$ cat config.mk
export PLATFORM = sky130hd
export DESIGN_NAME = rad_rx_ctrl
export DESIGN_NICKNAME = d
export VERILOG_FILES = /design/src/common/rad_pkg.sv /design/src/hw/rad_rx_ctrl.sv
export VERILOG_INCLUDE_DIRS = /design/src /design/src/common
export SDC_FILE = /design/constraint.sdc
export NUM_CORES = 2
export LEC_CHECK = 0
export BUFFER_PORTS_ARGS = -buffer_cell sky130_fd_sc_hd__clkbuf_2
export CAP_MARGIN = 20
export CORE_AREA = 2 2 260 211
export DETAILED_ROUTE_END_ITERATION = 12
export DIE_AREA = 0 0 262 213
export GPL_ROUTABILITY_DRIVEN = 0
export HOLD_SLACK_MARGIN = 0.06
export PLACE_DENSITY = 0.8
export SLEW_MARGIN = 20
export SYNTH_ARGS = -nofsm -noshare
export SYNTH_HDL_FRONTEND = slang
export SYNTH_SLANG_ARGS = --single-unit
export TNS_END_PERCENT = 30
$ cat constraint.sdc
create_clock -name core_clk -period 11.29 [get_ports core_clk]
set_clock_uncertainty 0.05 [all_clocks]
set_input_delay 1.6935 -clock core_clk [delete_from_list [all_inputs] [get_ports core_clk]]
set_output_delay 1.6935 -clock core_clk [all_outputs]
set_load 0.02 [all_outputs]
$ cat src/common/rad_consts.svh
/*
 Register offsets, reset values, limit defaults, gain codes and scheme codes of the receive gain and demodulation control.
 Assumes a 32-bit AHB-Lite register bus and a 100 MHz core clock.
*/
`ifndef RAD_CONSTS_SVH
`define RAD_CONSTS_SVH
`define RAD_OFF_CTRL 8'h00
`define RAD_OFF_LIMIT 8'h04
`define RAD_OFF_CLKDIV 8'h08
`define RAD_OFF_DEMOD 8'h0C
`define RAD_OFF_STATUS 8'h10
`define RAD_OFF_FREQ 8'h14
`define RAD_CTRL_RESET 32'h00E00005
`define RAD_LIMIT_RESET 32'h000231E0
`define RAD_CLKDIV_RESET 32'h28000010
`define RAD_DEMOD_RESET 32'h10004100
`define RAD_LOWER_DEFAULT 7'h1E
`define RAD_UPPER_DEFAULT 7'h46
`define RAD_GAIN_LAST 3'h4
`define RAD_GAIN_HIGH 2'h2
`define RAD_GAIN_MED 2'h1
`define RAD_GAIN_LOW 2'h0
`define RAD_SCHEME_LINEAR 3'h0
`define RAD_SCHEME_FSK3 3'h2
`endif

$ cat src/common/rad_pkg.sv
/*
 Types of the receive gain and demodulation control.
 Assumes the constants header is compiled alongside.
*/
package rad_pkg;
  typedef enum logic [1:0] {
    RAD_IDLE = 2'b00,
    RAD_EVAL = 2'b01,
    RAD_SETTLE = 2'b11
  } rad_state_t;

  typedef struct packed {
    logic [1:0] amp;
    logic [1:0] filt;
  } rad_gain_t;

  typedef struct packed {
    logic valid;
    logic write;
    logic [7:0] addr;
  } rad_ahb_req_t;
endpackage : rad_pkg

$ cat src/hw/rad_rx_ctrl.sv
/*
 Receive gain loop, offset clock divider, demodulator path, post filter, slicer and clock recovery with AHB-Lite registers.
 Assumes strength, correlator and discriminator inputs come from on-chip logic on core_clk.
*/
// Decided for this implementation: the register offsets and the AHB-Lite register port.
//
// Overview of operation
// - Strength above upper limit lowers gain one step.
// - Strength below lower limit raises gain one step.
// - Limits reset to 30 and 70.
// - Six-bit divider sets settling delay between steps.
// - Offset clock is core clock over 4/8/16/32.
// - Gain loop on by default, can be disabled.
// - Wait settling interval after every gain change.
// - Update rate is sequencer clock over step divider.
// - Loop has five gain settings.
// - Fixed modes use amp mode, gain, mixer bits.
// - Strength code sits in readback bits 7:1.
// - Readback also returns amp and filter gains.
// - Linear path enabled while frequency tracking runs.
// - Two-level correlator compares two correlator magnitudes.
// - Slice 2-level by sign; 3-level slicer or Viterbi.
// - Envelope gives linear-scheme slicing reference and frequency estimate.
// - Second-order low-pass with ten-bit bandwidth field.
// - Clock recovery drives retimed data and clock.
// - Filter gain from register when loop disabled.
`timescale 1ns/100ps
`default_nettype none
`include "rad_consts.svh"

module rad_rx_ctrl (
  input wire logic core_clk,
  input wire logic srst,
  input wire logic hsel,
  input wire logic [31:0] haddr,
  input wire logic [1:0] htrans,
  input wire logic hwrite,
  input wire logic [2:0] hsize,
  input wire logic [31:0] hwdata,
  input wire logic hready,
  output logic hreadyout,
  output logic hresp,
  output logic [31:0] hrdata,
  input wire logic [6:0] strength_code,
  input wire logic [7:0] corr_mag_low,
  input wire logic [7:0] corr_mag_high,
  input wire logic [7:0] disc_freq,
  output logic [1:0] front_amp_gain,
  output logic [1:0] filter_gain,
  output logic front_amp_mode,
  output logic mixer_linearity,
  output logic linear_path_en,
  output logic offset_correction_clock,
  output logic serial_data_pin,
  output logic serial_clock_pin
);
  logic [31:0] ctrl_q;
  logic [31:0] limit_q;
  logic [31:0] clkdiv_q;
  logic [31:0] demod_q;
  rad_pkg::rad_ahb_req_t req_q;
  logic [31:0] rdata_q;
  rad_pkg::rad_state_t state_q;
  logic [2:0] gain_idx_q;
  logic [7:0] seq_cnt_q;
  logic [5:0] step_cnt_q;
  logic [6:0] strength_q;
  rad_pkg::rad_gain_t gain_out_q;
  logic [4:0] off_cnt_q;
  logic off_clk_q;
  logic signed [15:0] filt1_q;
  logic signed [15:0] filt2_q;
  logic signed [15:0] env_q;
  logic signed [16:0] prev_slice_q;
  logic [7:0] cdr_cnt_q;
  logic [4:0] phase_q;
  logic last_bit_q;
  logic sample_q;
  logic sdata_q;
  logic sclk_q;

  // Register fields.
  wire agc_en = ctrl_q[0];
  wire afc_en = ctrl_q[1];
  wire [2:0] scheme = ctrl_q[4:2];
  wire viterbi_en = ctrl_q[5];
  wire [1:0] fixed_amp_gain = ctrl_q[21:20];
  wire [1:0] fixed_filt_gain = ctrl_q[23:22];
  wire [6:0] lower_limit = limit_q[10:4];
  wire [6:0] upper_limit = limit_q[17:11];
  wire [1:0] offset_clock_divisor = clkdiv_q[5:4];
  wire [7:0] sequencer_clock_divisor = clkdiv_q[25:18];
  wire [5:0] gain_step_divider = clkdiv_q[31:26];
  wire [6:0] slicer_thr = demod_q[10:4];
  wire [7:0] cdr_divider = demod_q[19:12];
  wire [9:0] post_filter_bandwidth = demod_q[29:20];

  // Bus decode.
  wire addr_phase = hsel & hready & htrans[1];
  wire [7:0] rd_addr = haddr[7:0];
  wire wr_en = req_q.valid & req_q.write;
  wire wr_ctrl = wr_en & (req_q.addr == `RAD_OFF_CTRL);
  wire wr_limit = wr_en & (req_q.addr == `RAD_OFF_LIMIT);
  wire wr_clkdiv = wr_en & (req_q.addr == `RAD_OFF_CLKDIV);
  wire wr_demod = wr_en & (req_q.addr == `RAD_OFF_DEMOD);
  wire settling = state_q == rad_pkg::RAD_SETTLE;
  wire [31:0] status_word = {19'h0, settling, gain_out_q.amp, gain_out_q.filt, strength_q, 1'b0};
  wire [31:0] freq_word = {{16{env_q[15]}}, env_q};
  wire [31:0] rd_word = (rd_addr == `RAD_OFF_CTRL) ? ctrl_q :
                        (rd_addr == `RAD_OFF_LIMIT) ? limit_q :
                        (rd_addr == `RAD_OFF_CLKDIV) ? clkdiv_q :
                        (rd_addr == `RAD_OFF_DEMOD) ? demod_q :
                        (rd_addr == `RAD_OFF_STATUS) ? status_word :
                        (rd_addr == `RAD_OFF_FREQ) ? freq_word : 32'h0;

  always_ff @(posedge core_clk) begin
    if (srst) begin
      req_q <= '0;
      rdata_q <= 32'h0;
      hreadyout <= 1'b0;
      hresp <= 1'b0;
    end else begin
      req_q <= '{valid: addr_phase, write: hwrite, addr: haddr[7:0]};
      rdata_q <= (addr_phase & ~hwrite) ? rd_word : 32'h0;
      hreadyout <= 1'b1;
      hresp <= 1'b0;
    end
  end

  always_ff @(posedge core_clk) begin
    if (srst) begin
      ctrl_q <= `RAD_CTRL_RESET;
      limit_q <= `RAD_LIMIT_RESET;
      clkdiv_q <= `RAD_CLKDIV_RESET;
      demod_q <= `RAD_DEMOD_RESET;
    end else begin
      if (wr_ctrl) ctrl_q <= hwdata;
      if (wr_limit) limit_q <= hwdata;
      if (wr_clkdiv) clkdiv_q <= hwdata;
      if (wr_demod) demod_q <= hwdata;
    end
  end

  assign hrdata = rdata_q;

  // Sequencer tick and gain update tick.
  wire seq_tick = (seq_cnt_q + 8'h01 >= sequencer_clock_divisor);
  wire step_done = seq_tick & ({2'h0, step_cnt_q} + 8'h01 >= {2'h0, gain_step_divider});
  wire above = strength_q > upper_limit;
  wire below = strength_q < lower_limit;
  wire step_down = above & (gain_idx_q != `RAD_GAIN_LAST);
  wire step_up = below & (gain_idx_q != 3'h0);

  rad_pkg::rad_state_t state_d;
  always_comb begin
    state_d = state_q;
    case (state_q)
      rad_pkg::RAD_IDLE: begin
        if (agc_en & step_done) state_d = rad_pkg::RAD_EVAL;
      end
      rad_pkg::RAD_EVAL: begin
        state_d = (step_down | step_up) ? rad_pkg::RAD_SETTLE : rad_pkg::RAD_IDLE;
      end
      rad_pkg::RAD_SETTLE: begin
        if (step_done) state_d = rad_pkg::RAD_IDLE;
      end
      default: state_d = rad_pkg::RAD_IDLE;
    endcase
    if (!agc_en) state_d = rad_pkg::RAD_IDLE;
  end

  // Five settings: high/high, med/high, med/med, med/low, low/low.
  rad_pkg::rad_gain_t agc_gain;
  always_comb begin
    case (gain_idx_q)
      3'h0: agc_gain = '{amp: `RAD_GAIN_HIGH, filt: `RAD_GAIN_HIGH};
      3'h1: agc_gain = '{amp: `RAD_GAIN_MED, filt: `RAD_GAIN_HIGH};
      3'h2: agc_gain = '{amp: `RAD_GAIN_MED, filt: `RAD_GAIN_MED};
      3'h3: agc_gain = '{amp: `RAD_GAIN_MED, filt: `RAD_GAIN_LOW};
      default: agc_gain = '{amp: `RAD_GAIN_LOW, filt: `RAD_GAIN_LOW};
    endcase
  end

  always_ff @(posedge core_clk) begin
    if (srst) begin
      state_q <= rad_pkg::RAD_IDLE;
      gain_idx_q <= 3'h0;
      seq_cnt_q <= 8'h00;
      step_cnt_q <= 6'h00;
      strength_q <= 7'h00;
      gain_out_q <= '{amp: `RAD_GAIN_HIGH, filt: `RAD_GAIN_HIGH};
    end else begin
      state_q <= state_d;
      strength_q <= strength_code;
      seq_cnt_q <= seq_tick ? 8'h00 : seq_cnt_q + 8'h01;
      if (state_q == rad_pkg::RAD_EVAL) step_cnt_q <= 6'h00;
      else if (step_done) step_cnt_q <= 6'h00;
      else if (seq_tick) step_cnt_q <= step_cnt_q + 6'h01;
      if (state_q == rad_pkg::RAD_EVAL && agc_en) begin
        if (step_down) gain_idx_q <= gain_idx_q + 3'h1;
        else if (step_up) gain_idx_q <= gain_idx_q - 3'h1;
      end
      gain_out_q <= agc_en ? agc_gain : '{amp: fixed_amp_gain, filt: fixed_filt_gain};
    end
  end

  assign front_amp_gain = gain_out_q.amp;
  assign filter_gain = gain_out_q.filt;

  // Offset correction clock: period 4 << select.
  wire [4:0] off_cnt_d = off_cnt_q + 5'h01;
  always_ff @(posedge core_clk) begin
    if (srst) begin
      off_cnt_q <= 5'h00;
      off_clk_q <= 1'b0;
      front_amp_mode <= 1'b0;
      mixer_linearity <= 1'b0;
      linear_path_en <= 1'b0;
    end else begin
      off_cnt_q <= off_cnt_d;
      off_clk_q <= off_cnt_d[{1'b0, offset_clock_divisor} + 3'h1];
      front_amp_mode <= ctrl_q[25];
      mixer_linearity <= ctrl_q[28];
      linear_path_en <= afc_en | (scheme == `RAD_SCHEME_LINEAR);
    end
  end

  assign offset_correction_clock = off_clk_q;

  // Demodulator input and second-order post filter.
  wire use_linear = scheme == `RAD_SCHEME_LINEAR;
  wire signed [8:0] corr_diff = $signed({1'b0, corr_mag_high}) - $signed({1'b0, corr_mag_low});
  wire signed [8:0] demod_raw = use_linear ? $signed({disc_freq[7], disc_freq}) : corr_diff;
  wire signed [15:0] filt_in = {demod_raw[8], demod_raw[8], demod_raw, 5'h00};
  wire signed [10:0] bw_coef = $signed({1'b0, post_filter_bandwidth});
  wire signed [16:0] diff1 = {filt_in[15], filt_in} - {filt1_q[15], filt1_q};
  wire signed [16:0] diff2 = {filt1_q[15], filt1_q} - {filt2_q[15], filt2_q};
  wire signed [27:0] prod1 = diff1 * bw_coef;
  wire signed [27:0] prod2 = diff2 * bw_coef;
  wire signed [16:0] env_diff = {filt2_q[15], filt2_q} - {env_q[15], env_q};

  // Slicer.
  wire signed [15:0] slice_ref = use_linear ? env_q : 16'sh0000;
  wire signed [16:0] slice_val = {filt2_q[15], filt2_q} - {slice_ref[15], slice_ref};
  wire [16:0] slice_mag = slice_val[16] ? 17'(-slice_val) : slice_val;
  wire [16:0] thr_ext = {4'h0, slicer_thr, 6'h00};
  wire signed [17:0] pair_sum = {slice_val[16], slice_val} + {prev_slice_q[16], prev_slice_q};
  wire [17:0] pair_mag = pair_sum[17] ? 18'(-pair_sum) : pair_sum;
  wire three_level = scheme == `RAD_SCHEME_FSK3;
  wire bit_3slice = slice_mag > thr_ext;
  wire bit_3pair = pair_mag > {thr_ext, 1'b0};
  wire rx_bit = three_level ? (viterbi_en ? bit_3pair : bit_3slice) : ~slice_val[16];

  always_ff @(posedge core_clk) begin
    if (srst) begin
      filt1_q <= 16'sh0000;
      filt2_q <= 16'sh0000;
      env_q <= 16'sh0000;
      prev_slice_q <= 17'sh00000;
    end else begin
      filt1_q <= filt1_q + prod1[25:10];
      filt2_q <= filt2_q + prod2[25:10];
      env_q <= env_q + {{5{env_diff[16]}}, env_diff[16:6]};
      prev_slice_q <= slice_val;
    end
  end

  // Clock recovery at 32 phases per bit.
  wire cdr_tick = cdr_cnt_q + 8'h01 >= cdr_divider;
  wire edge_seen = rx_bit != last_bit_q;
  wire [4:0] phase_step = !edge_seen ? 5'h01 : (phase_q[4] ? 5'h02 : 5'h00);
  wire [4:0] phase_d = phase_q + phase_step;

  always_ff @(posedge core_clk) begin
    if (srst) begin
      cdr_cnt_q <= 8'h00;
      phase_q <= 5'h00;
      last_bit_q <= 1'b0;
      sample_q <= 1'b0;
      sdata_q <= 1'b0;
      sclk_q <= 1'b0;
    end else begin
      cdr_cnt_q <= cdr_tick ? 8'h00 : cdr_cnt_q + 8'h01;
      if (cdr_tick) begin
        phase_q <= phase_d;
        last_bit_q <= rx_bit;
        if (phase_q == 5'h10) sample_q <= rx_bit;
        if (phase_d < phase_q) sdata_q <= sample_q;
      end
      sclk_q <= phase_q[4];
    end
  end

  assign serial_data_pin = sdata_q;
  assign serial_clock_pin = sclk_q;

  // Checks. The offset period is judged only after two rises under one divisor select.
  logic [5:0] off_per_q;
  logic off_prev_q;
  logic [1:0] off_sel_q;
  logic [1:0] off_rises_q;
  wire off_rise = off_clk_q & ~off_prev_q;
  wire off_sel_same = off_sel_q == offset_clock_divisor;
  always_ff @(posedge core_clk) begin
    if (srst) begin
      off_per_q <= 6'h00;
      off_prev_q <= 1'b0;
      off_sel_q <= 2'h0;
      off_rises_q <= 2'h0;
    end else begin
      off_per_q <= off_rise ? 6'h01 : off_per_q + 6'h01;
      off_prev_q <= off_clk_q;
      off_sel_q <= offset_clock_divisor;
      if (!off_sel_same) off_rises_q <= 2'h0;
      else if (off_rise && off_rises_q != 2'h2) off_rises_q <= off_rises_q + 2'h1;
    end
  end

  a_gain_step_down: assert property (@(posedge core_clk) disable iff (srst)
    (state_q == rad_pkg::RAD_EVAL && agc_en && above && gain_idx_q < 3'h4) |=> gain_idx_q == $past(gain_idx_q) + 3'h1)
    else $error("Gain did not step down above upper limit.");
  a_gain_step_up: assert property (@(posedge core_clk) disable iff (srst)
    (state_q == rad_pkg::RAD_EVAL && agc_en && below && gain_idx_q > 3'h0) |=> gain_idx_q == $past(gain_idx_q) - 3'h1)
    else $error("Gain did not step up below lower limit.");
  a_limit_defaults: assert property (@(posedge core_clk)
    $past(srst) |-> lower_limit == 7'd30 && upper_limit == 7'd70)
    else $error("Limits not at defaults after reset.");
  a_settle_after: assert property (@(posedge core_clk) disable iff (srst)
    $changed(gain_idx_q) |-> state_q == rad_pkg::RAD_SETTLE ##1 (!$changed(gain_idx_q) throughout !step_done[*1]))
    else $error("Gain changed without settling.");
  a_gain_hold_band: assert property (@(posedge core_clk) disable iff (srst)
    (!above && !below) |=> $stable(gain_idx_q))
    else $error("Gain changed inside limit band.");
  a_gain_saturate: assert property (@(posedge core_clk) disable iff (srst)
    gain_idx_q <= 3'h4)
    else $error("Gain index beyond five settings.");
  a_fixed_filter_gain: assert property (@(posedge core_clk) disable iff (srst)
    (!agc_en ##1 !agc_en && $stable(ctrl_q)) |-> filter_gain == fixed_filt_gain)
    else $error("Fixed filter gain not applied.");
  a_offset_period: assert property (@(posedge core_clk) disable iff (srst)
    (off_rise && off_sel_same && off_rises_q == 2'h2) |-> off_per_q == (6'h04 << offset_clock_divisor))
    else $error("Offset clock period wrong.");
  a_readback_strength: assert property (@(posedge core_clk) disable iff (srst)
    !$past(srst) |-> status_word[7:1] == $past(strength_code))
    else $error("Strength code not in readback bits.");
  a_cdr_clock_phase: assert property (@(posedge core_clk) disable iff (srst)
    serial_clock_pin == $past(phase_q[4]))
    else $error("Serial clock not following recovery phase.");
endmodule : rad_rx_ctrl

`default_nettype wire

Word-level counts from Yosys, hierarchy flattened

Cells that the tools add are included.

Add/sub/neg operators: 20
Multiply operators: 2
Div/mod/pow operators: 0
Magnitude comparators: 9
Equality and inequality tests: 19
Shift operators: 0
Multiplexer cells: 25
Bitwise operators: 18
Reduce and logical (&&, ||, !) cells: 17

Operators with widths:

| cell                                                            | number |
|---|---|
| 32-bit two-way mux                                              | 6 |
| 17-bit by 11-bit multiplier with 26-bit output                  | 2 |
| 16-bit by 16-bit subtractor with 17-bit output                  | 3 |
| 16-bit adder                                                    | 3 |
| 8-bit by 4-bit == test with 1-bit output, second input constant | 4 |
| 17-bit by 17-bit adder with 18-bit output                       | 1 |
| 18-bit by 14-bit > comparator with 1-bit output                 | 1 |
| 18-bit two-way mux                                              | 1 |
| 18-bit negator                                                  | 1 |
| 17-bit by 13-bit > comparator with 1-bit output                 | 1 |
| 17-bit two-way mux                                              | 1 |
| 17-bit negator                                                  | 1 |
| 14-bit by 16-bit subtractor with 17-bit output                  | 1 |
| 8-bit by 1-bit adder with 8-bit output, second input constant   | 2 |
| 8-bit by 3-bit == test with 1-bit output, second input constant | 2 |
| 8-bit by 5-bit == test with 1-bit output, second input constant | 2 |
| 8-bit greater-or-equal comparator                               | 2 |
| 8-bit zero test                                                 | 2 |
| 16-bit two-way mux                                              | 1 |
| 4-bit case mux with 4 select lines                              | 1 |
| 1-bit AND                                                       | 12 |
| 2-bit two-way mux                                               | 5 |
| 3-bit by 2-bit == test with 1-bit output, second input constant | 3 |
| 9-bit two-way mux                                               | 1 |
| 36 further kinds                                                | 51 |

Register bits: 292
Latch bits: 0
Bits in writable memories: 0
ROM bits: 0
Bits of input ports: 105
Output and inout bits: 44
Logic and storage cells: 141
Memories: 0

Logic depth before layout (Yosys ltp)

Depth in word-level cells: 14
Gate-level depth with buffers: 45
Mapped depth without buffers: 45

Least setup slack after synthesis

No wires, ideal clock.

Path type: input to register
Start: in corr_mag_high[0]
End: reg filt1_q[15]
Library setup time: 65 ps
Data arrival time: 10092 ps
Data required time: 11175 ps
Path slack: 1083 ps
Stages on the path: 38
Buffers on the path: 0
Cells stage by stage: inv_1 ha_1 inv_1 fa_1 nand2_1 nand2_1 a21oi_1 xnor2_1 o21ai_0 ha_1 or3_1 o21ai_0 xnor2_1 nand2_1 fa_1 fa_1 fa_1 fa_1 [... 2 more ...] ha_1 a21o_1 a21o_1 or4_1 o21ai_0 nor2b_1 o21a_1 nor3_1 nor2_1 ha_1 nand2_1 o311a_1 a211oi_1 a21o_1 a21oi_1 o21ai_0 xnor3_1 nor2_1

Longest elaborated chain between the ends: 5

Ends and longest elaborated chain:

| item                                           | RTL line           | text |
|---|---|---|
| start, declared                                | rad_rx_ctrl.sv:46  | `input wire logic [7:0] corr_mag_high,` |
| 8-bit by 8-bit subtractor with 9-bit output    | rad_rx_ctrl.sv:232 | `wire signed [8:0] corr_diff = $signed({1'b0, corr_mag_high}) - $signed({1'b0, corr_mag_low});` |
| 9-bit two-way mux                              | rad_rx_ctrl.sv:233 | `wire signed [8:0] demod_raw = use_linear ? $signed({disc_freq[7], disc_freq}) : corr_diff;` |
| 14-bit by 16-bit subtractor with 17-bit output | rad_rx_ctrl.sv:236 | `wire signed [16:0] diff1 = {filt_in[15], filt_in} - {filt1_q[15], filt1_q};` |
| 17-bit by 11-bit multiplier with 26-bit output | rad_rx_ctrl.sv:238 | `wire signed [27:0] prod1 = diff1 * bw_coef;` |
| 16-bit adder                                   | rad_rx_ctrl.sv:261 | `filt1_q <= filt1_q + prod1[25:10];` |
| end signal, assigned                           | rad_rx_ctrl.sv:261 |  |
| end, declared                                  | rad_rx_ctrl.sv:71  | `logic signed [15:0] filt1_q;` |

No other way between the ends.
A chain may end at the register's enable or synchronous reset.

Worst setup path in the final report

Same ends and word-level chain as after synthesis.

==> results.toml <==
[synth]
ys.warnings.count = 0
yosysUniqueCellTypes = 95
ys_seq_area_share_pct = 19.5
synth_seq_cells = 292
ys.flop_type = "dfxtp_1"
netlist_area_mm2 = 0.0300
syn_inst = 3630
syn_nets = 4339
ys_top_cells_by_area = "fa_1, dfxtp_1, ha_1"
synth.top_cell.area_share_pct = 19.7
avgSynthCellArea_um2 = 8.28
yosys.area.top_type = "fa_1"
async_flop_share_pct = 0
synth-edff-count = 0

[worst_setup_path]
crit_top_cell = "fa_1"
path_class = "primary input to flip-flop"
reg2regPathDepth = 37
reg2reg_to = "filt2_q[15]"
cp_max_fo = 10
cpPeakStageDelay_ns = 0.55
ff2ff_setup_slack_ns = 1.32
path_delay_family = "adder cells"
worstPathArrival_ns = 11.04
crit_path_top_delay_cell = "fa_1"
cp.depth = 40
r2r-start = "filt2_q[1]"
worstSetupStartpointType = "primary input"
startpoint = "corr_mag_high[0]"
cp-end-kind = "flip-flop"
crit_required_ns = 11.74
cp_num_buf_inv = 5

[clock_network]
cts_made_buffers = 29
ctsHoldBuffers = 0
clock_path_buffers = 3
worst_skew_pair.late_latency_ns = 0.57
cts_tree = "yes"
htreeDepth = 1
cts.sink_count = 292
path_clk_slew_ns = 0.06
cts_resized = 0
post-cts-setup-buffers = 0
cts_root_buffer = "clkbuf_16"

[floorplan]
dieHeight_um = 213
io_pins = 149
initial_utilization_pct = 56.4
die-width_um = 262
die_area_mm2 = 0.0558
coreArea_mm2 = 0.0533
rows = 76

[route]
wl_per_cell_um = 16.9
vias = 24873
drt_wl_total_mm = 74.1
remaining_drc_errors = 0
drt.antenna.violating_nets = 0
via_per_inst = 5.66
drtIter0Drc = 1881
drt_pre_antenna_iters = 6

[hold_path]
hold-path-endpoint = "ctrl_q[19]"
worstHoldPathType = "flip-flop to flip-flop"
hp-start = "ctrl_q[19]"
whs_path_depth = 2

[layout]
area_growth_pct = 7.42
num-nets-final = 4381
diodes = 0
layout-drive-gt1-share_pct = 7.42
final_util_pct = 60.6
fillers = 4598
final_cell_mix = "nand2_1, inv_1, ha_1"
final_area_mm2 = 0.0323
fin_cells = 4395
layout_commonest_cell = "nand2_1"

[sta]
rsz0062_at_grt = "no"
max_freq_ghz = 0.0944
hold_viol_final = 0
finalMaxSlewViolations = 0
setup_viol = 0
worst_pin_slew_ns = 0.997
relSlewSlack_pct = 33.0
min_period_over_period_pct = 93.8
fin_crit_ns = 10.59
setup_tns_ns = 0

[global_routing]
grt_use_total_pct = 27.1
grt_pass1_wl_mm = 123
grt_max_degree = 82
grt_antenna_before_repair = 0
grt_pass1_vias = 24117
grt-ovfl-total = 0

[flow_run]
cap_viol_max_count = 0

[power]
powerDensity_mw_per_mm2 = 283
finalPower_mw = 9.14
peakVddDrop_mv = 0.315
leakagePower_nw = 14.4

[placed_design]
placed_cells = 4343
hpwl_mm = 56.0
portBuffers = 119
place_area_mm2 = 0.0313

[status]
status = "complete, no violations"
-- how the worst max path moves through the flow --
stage	endpoint	slack (ns)
floorplan	filt1_q[15]	1.08
global placement	filt1_q[15]	0.35
detailed placement	filt1_q[15]	0.27
CTS	filt1_q[15]	0.76
global route	filt1_q[15]	0.15
finish	filt1_q[15]	0.70
-- synthesized netlist by cell type (12+ instances only) --
cell type  number
inv_1         466
clkbuf_1      129
o21a_1         22
nand2_1       536
mux2i_1        29
a21o_1         52
nand2b_1       29
o21ai_0       103
and3_1         18
nand3_1        70
nor3_1         48
dfxtp_1       292
a31oi_1        16
ha_1          308
and2_1        180
o211ai_1       29
a21oi_1       249
o21bai_1       18
nor2b_1        86
a211oi_1       12
nor2_1        221
xnor2_1       115
mux2_2         22
xor2_1         60
fa_1          296
-- per-layer routing --
metal  share of wire [%]  track usage, %  vias up
met5                   0               0        -
met1                  46            40.8    11976
met2                  44            41.4      864
met3                 7.8            3.63      115
met4                 2.2            5.92        0
li1                    -               -    11918
-- where the power goes --
part           switching (mW)  leakage (nW)  internal (mW)
Clock                   0.443         0.482          0.599
Combinational            3.95          11.5           2.81
Sequential              0.165          2.38           1.16
-- cell type report --
cell class | instances | area (um2) | share of cell area [%]
multi-input combinational | 2728 | 21900 | 67.9
sequential | 292 | 5850 | 18.1
inverter | 466 | 1750 | 5.42
tap | 702 | 878 | 2.72
timing repair buffer | 155 | 872 | 2.70
clock buffer | 38 | 810 | 2.51
clock inverter | 14 | 198 | 0.612
-- kinds of logic after synthesis --
group	Yosys count	synth area share, %
and+or+nand+nor	1262	19.7
AOI/OAI and AO/OA	629	13.3
buffers and inverters	610	7.67
adders and majority gates	604	32.5
DFF	292	19.5
xor gates and xnor gates	179	5.36
muxes	53	1.90
other	1	0.0125
-- worst min-delay path, stage by stage (launching register included) --
cell	delay, ns
dfxtp_1	0.31
nand2_1	0.05
a21oi_1	0.05
-- registers in the layout, summed over array words and instances, names as in the netlist, 10 cells and up --
name          count
demod_q          32
clkdiv_q         32
prev_slice_q     17
ctrl_q           32
req_q            10
filt2_q          16
env_q            16
limit_q          32
filt1_q          16
hrdata           32
-- metrics by stage --
step / worst slack, ns / hold WS [ns]
3_3_place_gp: 0.347 / 0.389
4_1_cts: 0.763 / 0.402
5_1_grt: 0.146 / 0.419
3_5_place_dp: 0.267 / 0.393
2_1_floorplan: 1.08 / 0.377
6_report: 0.696 / 0.401
No activity file was read; power rests on OpenSTA's default activity.
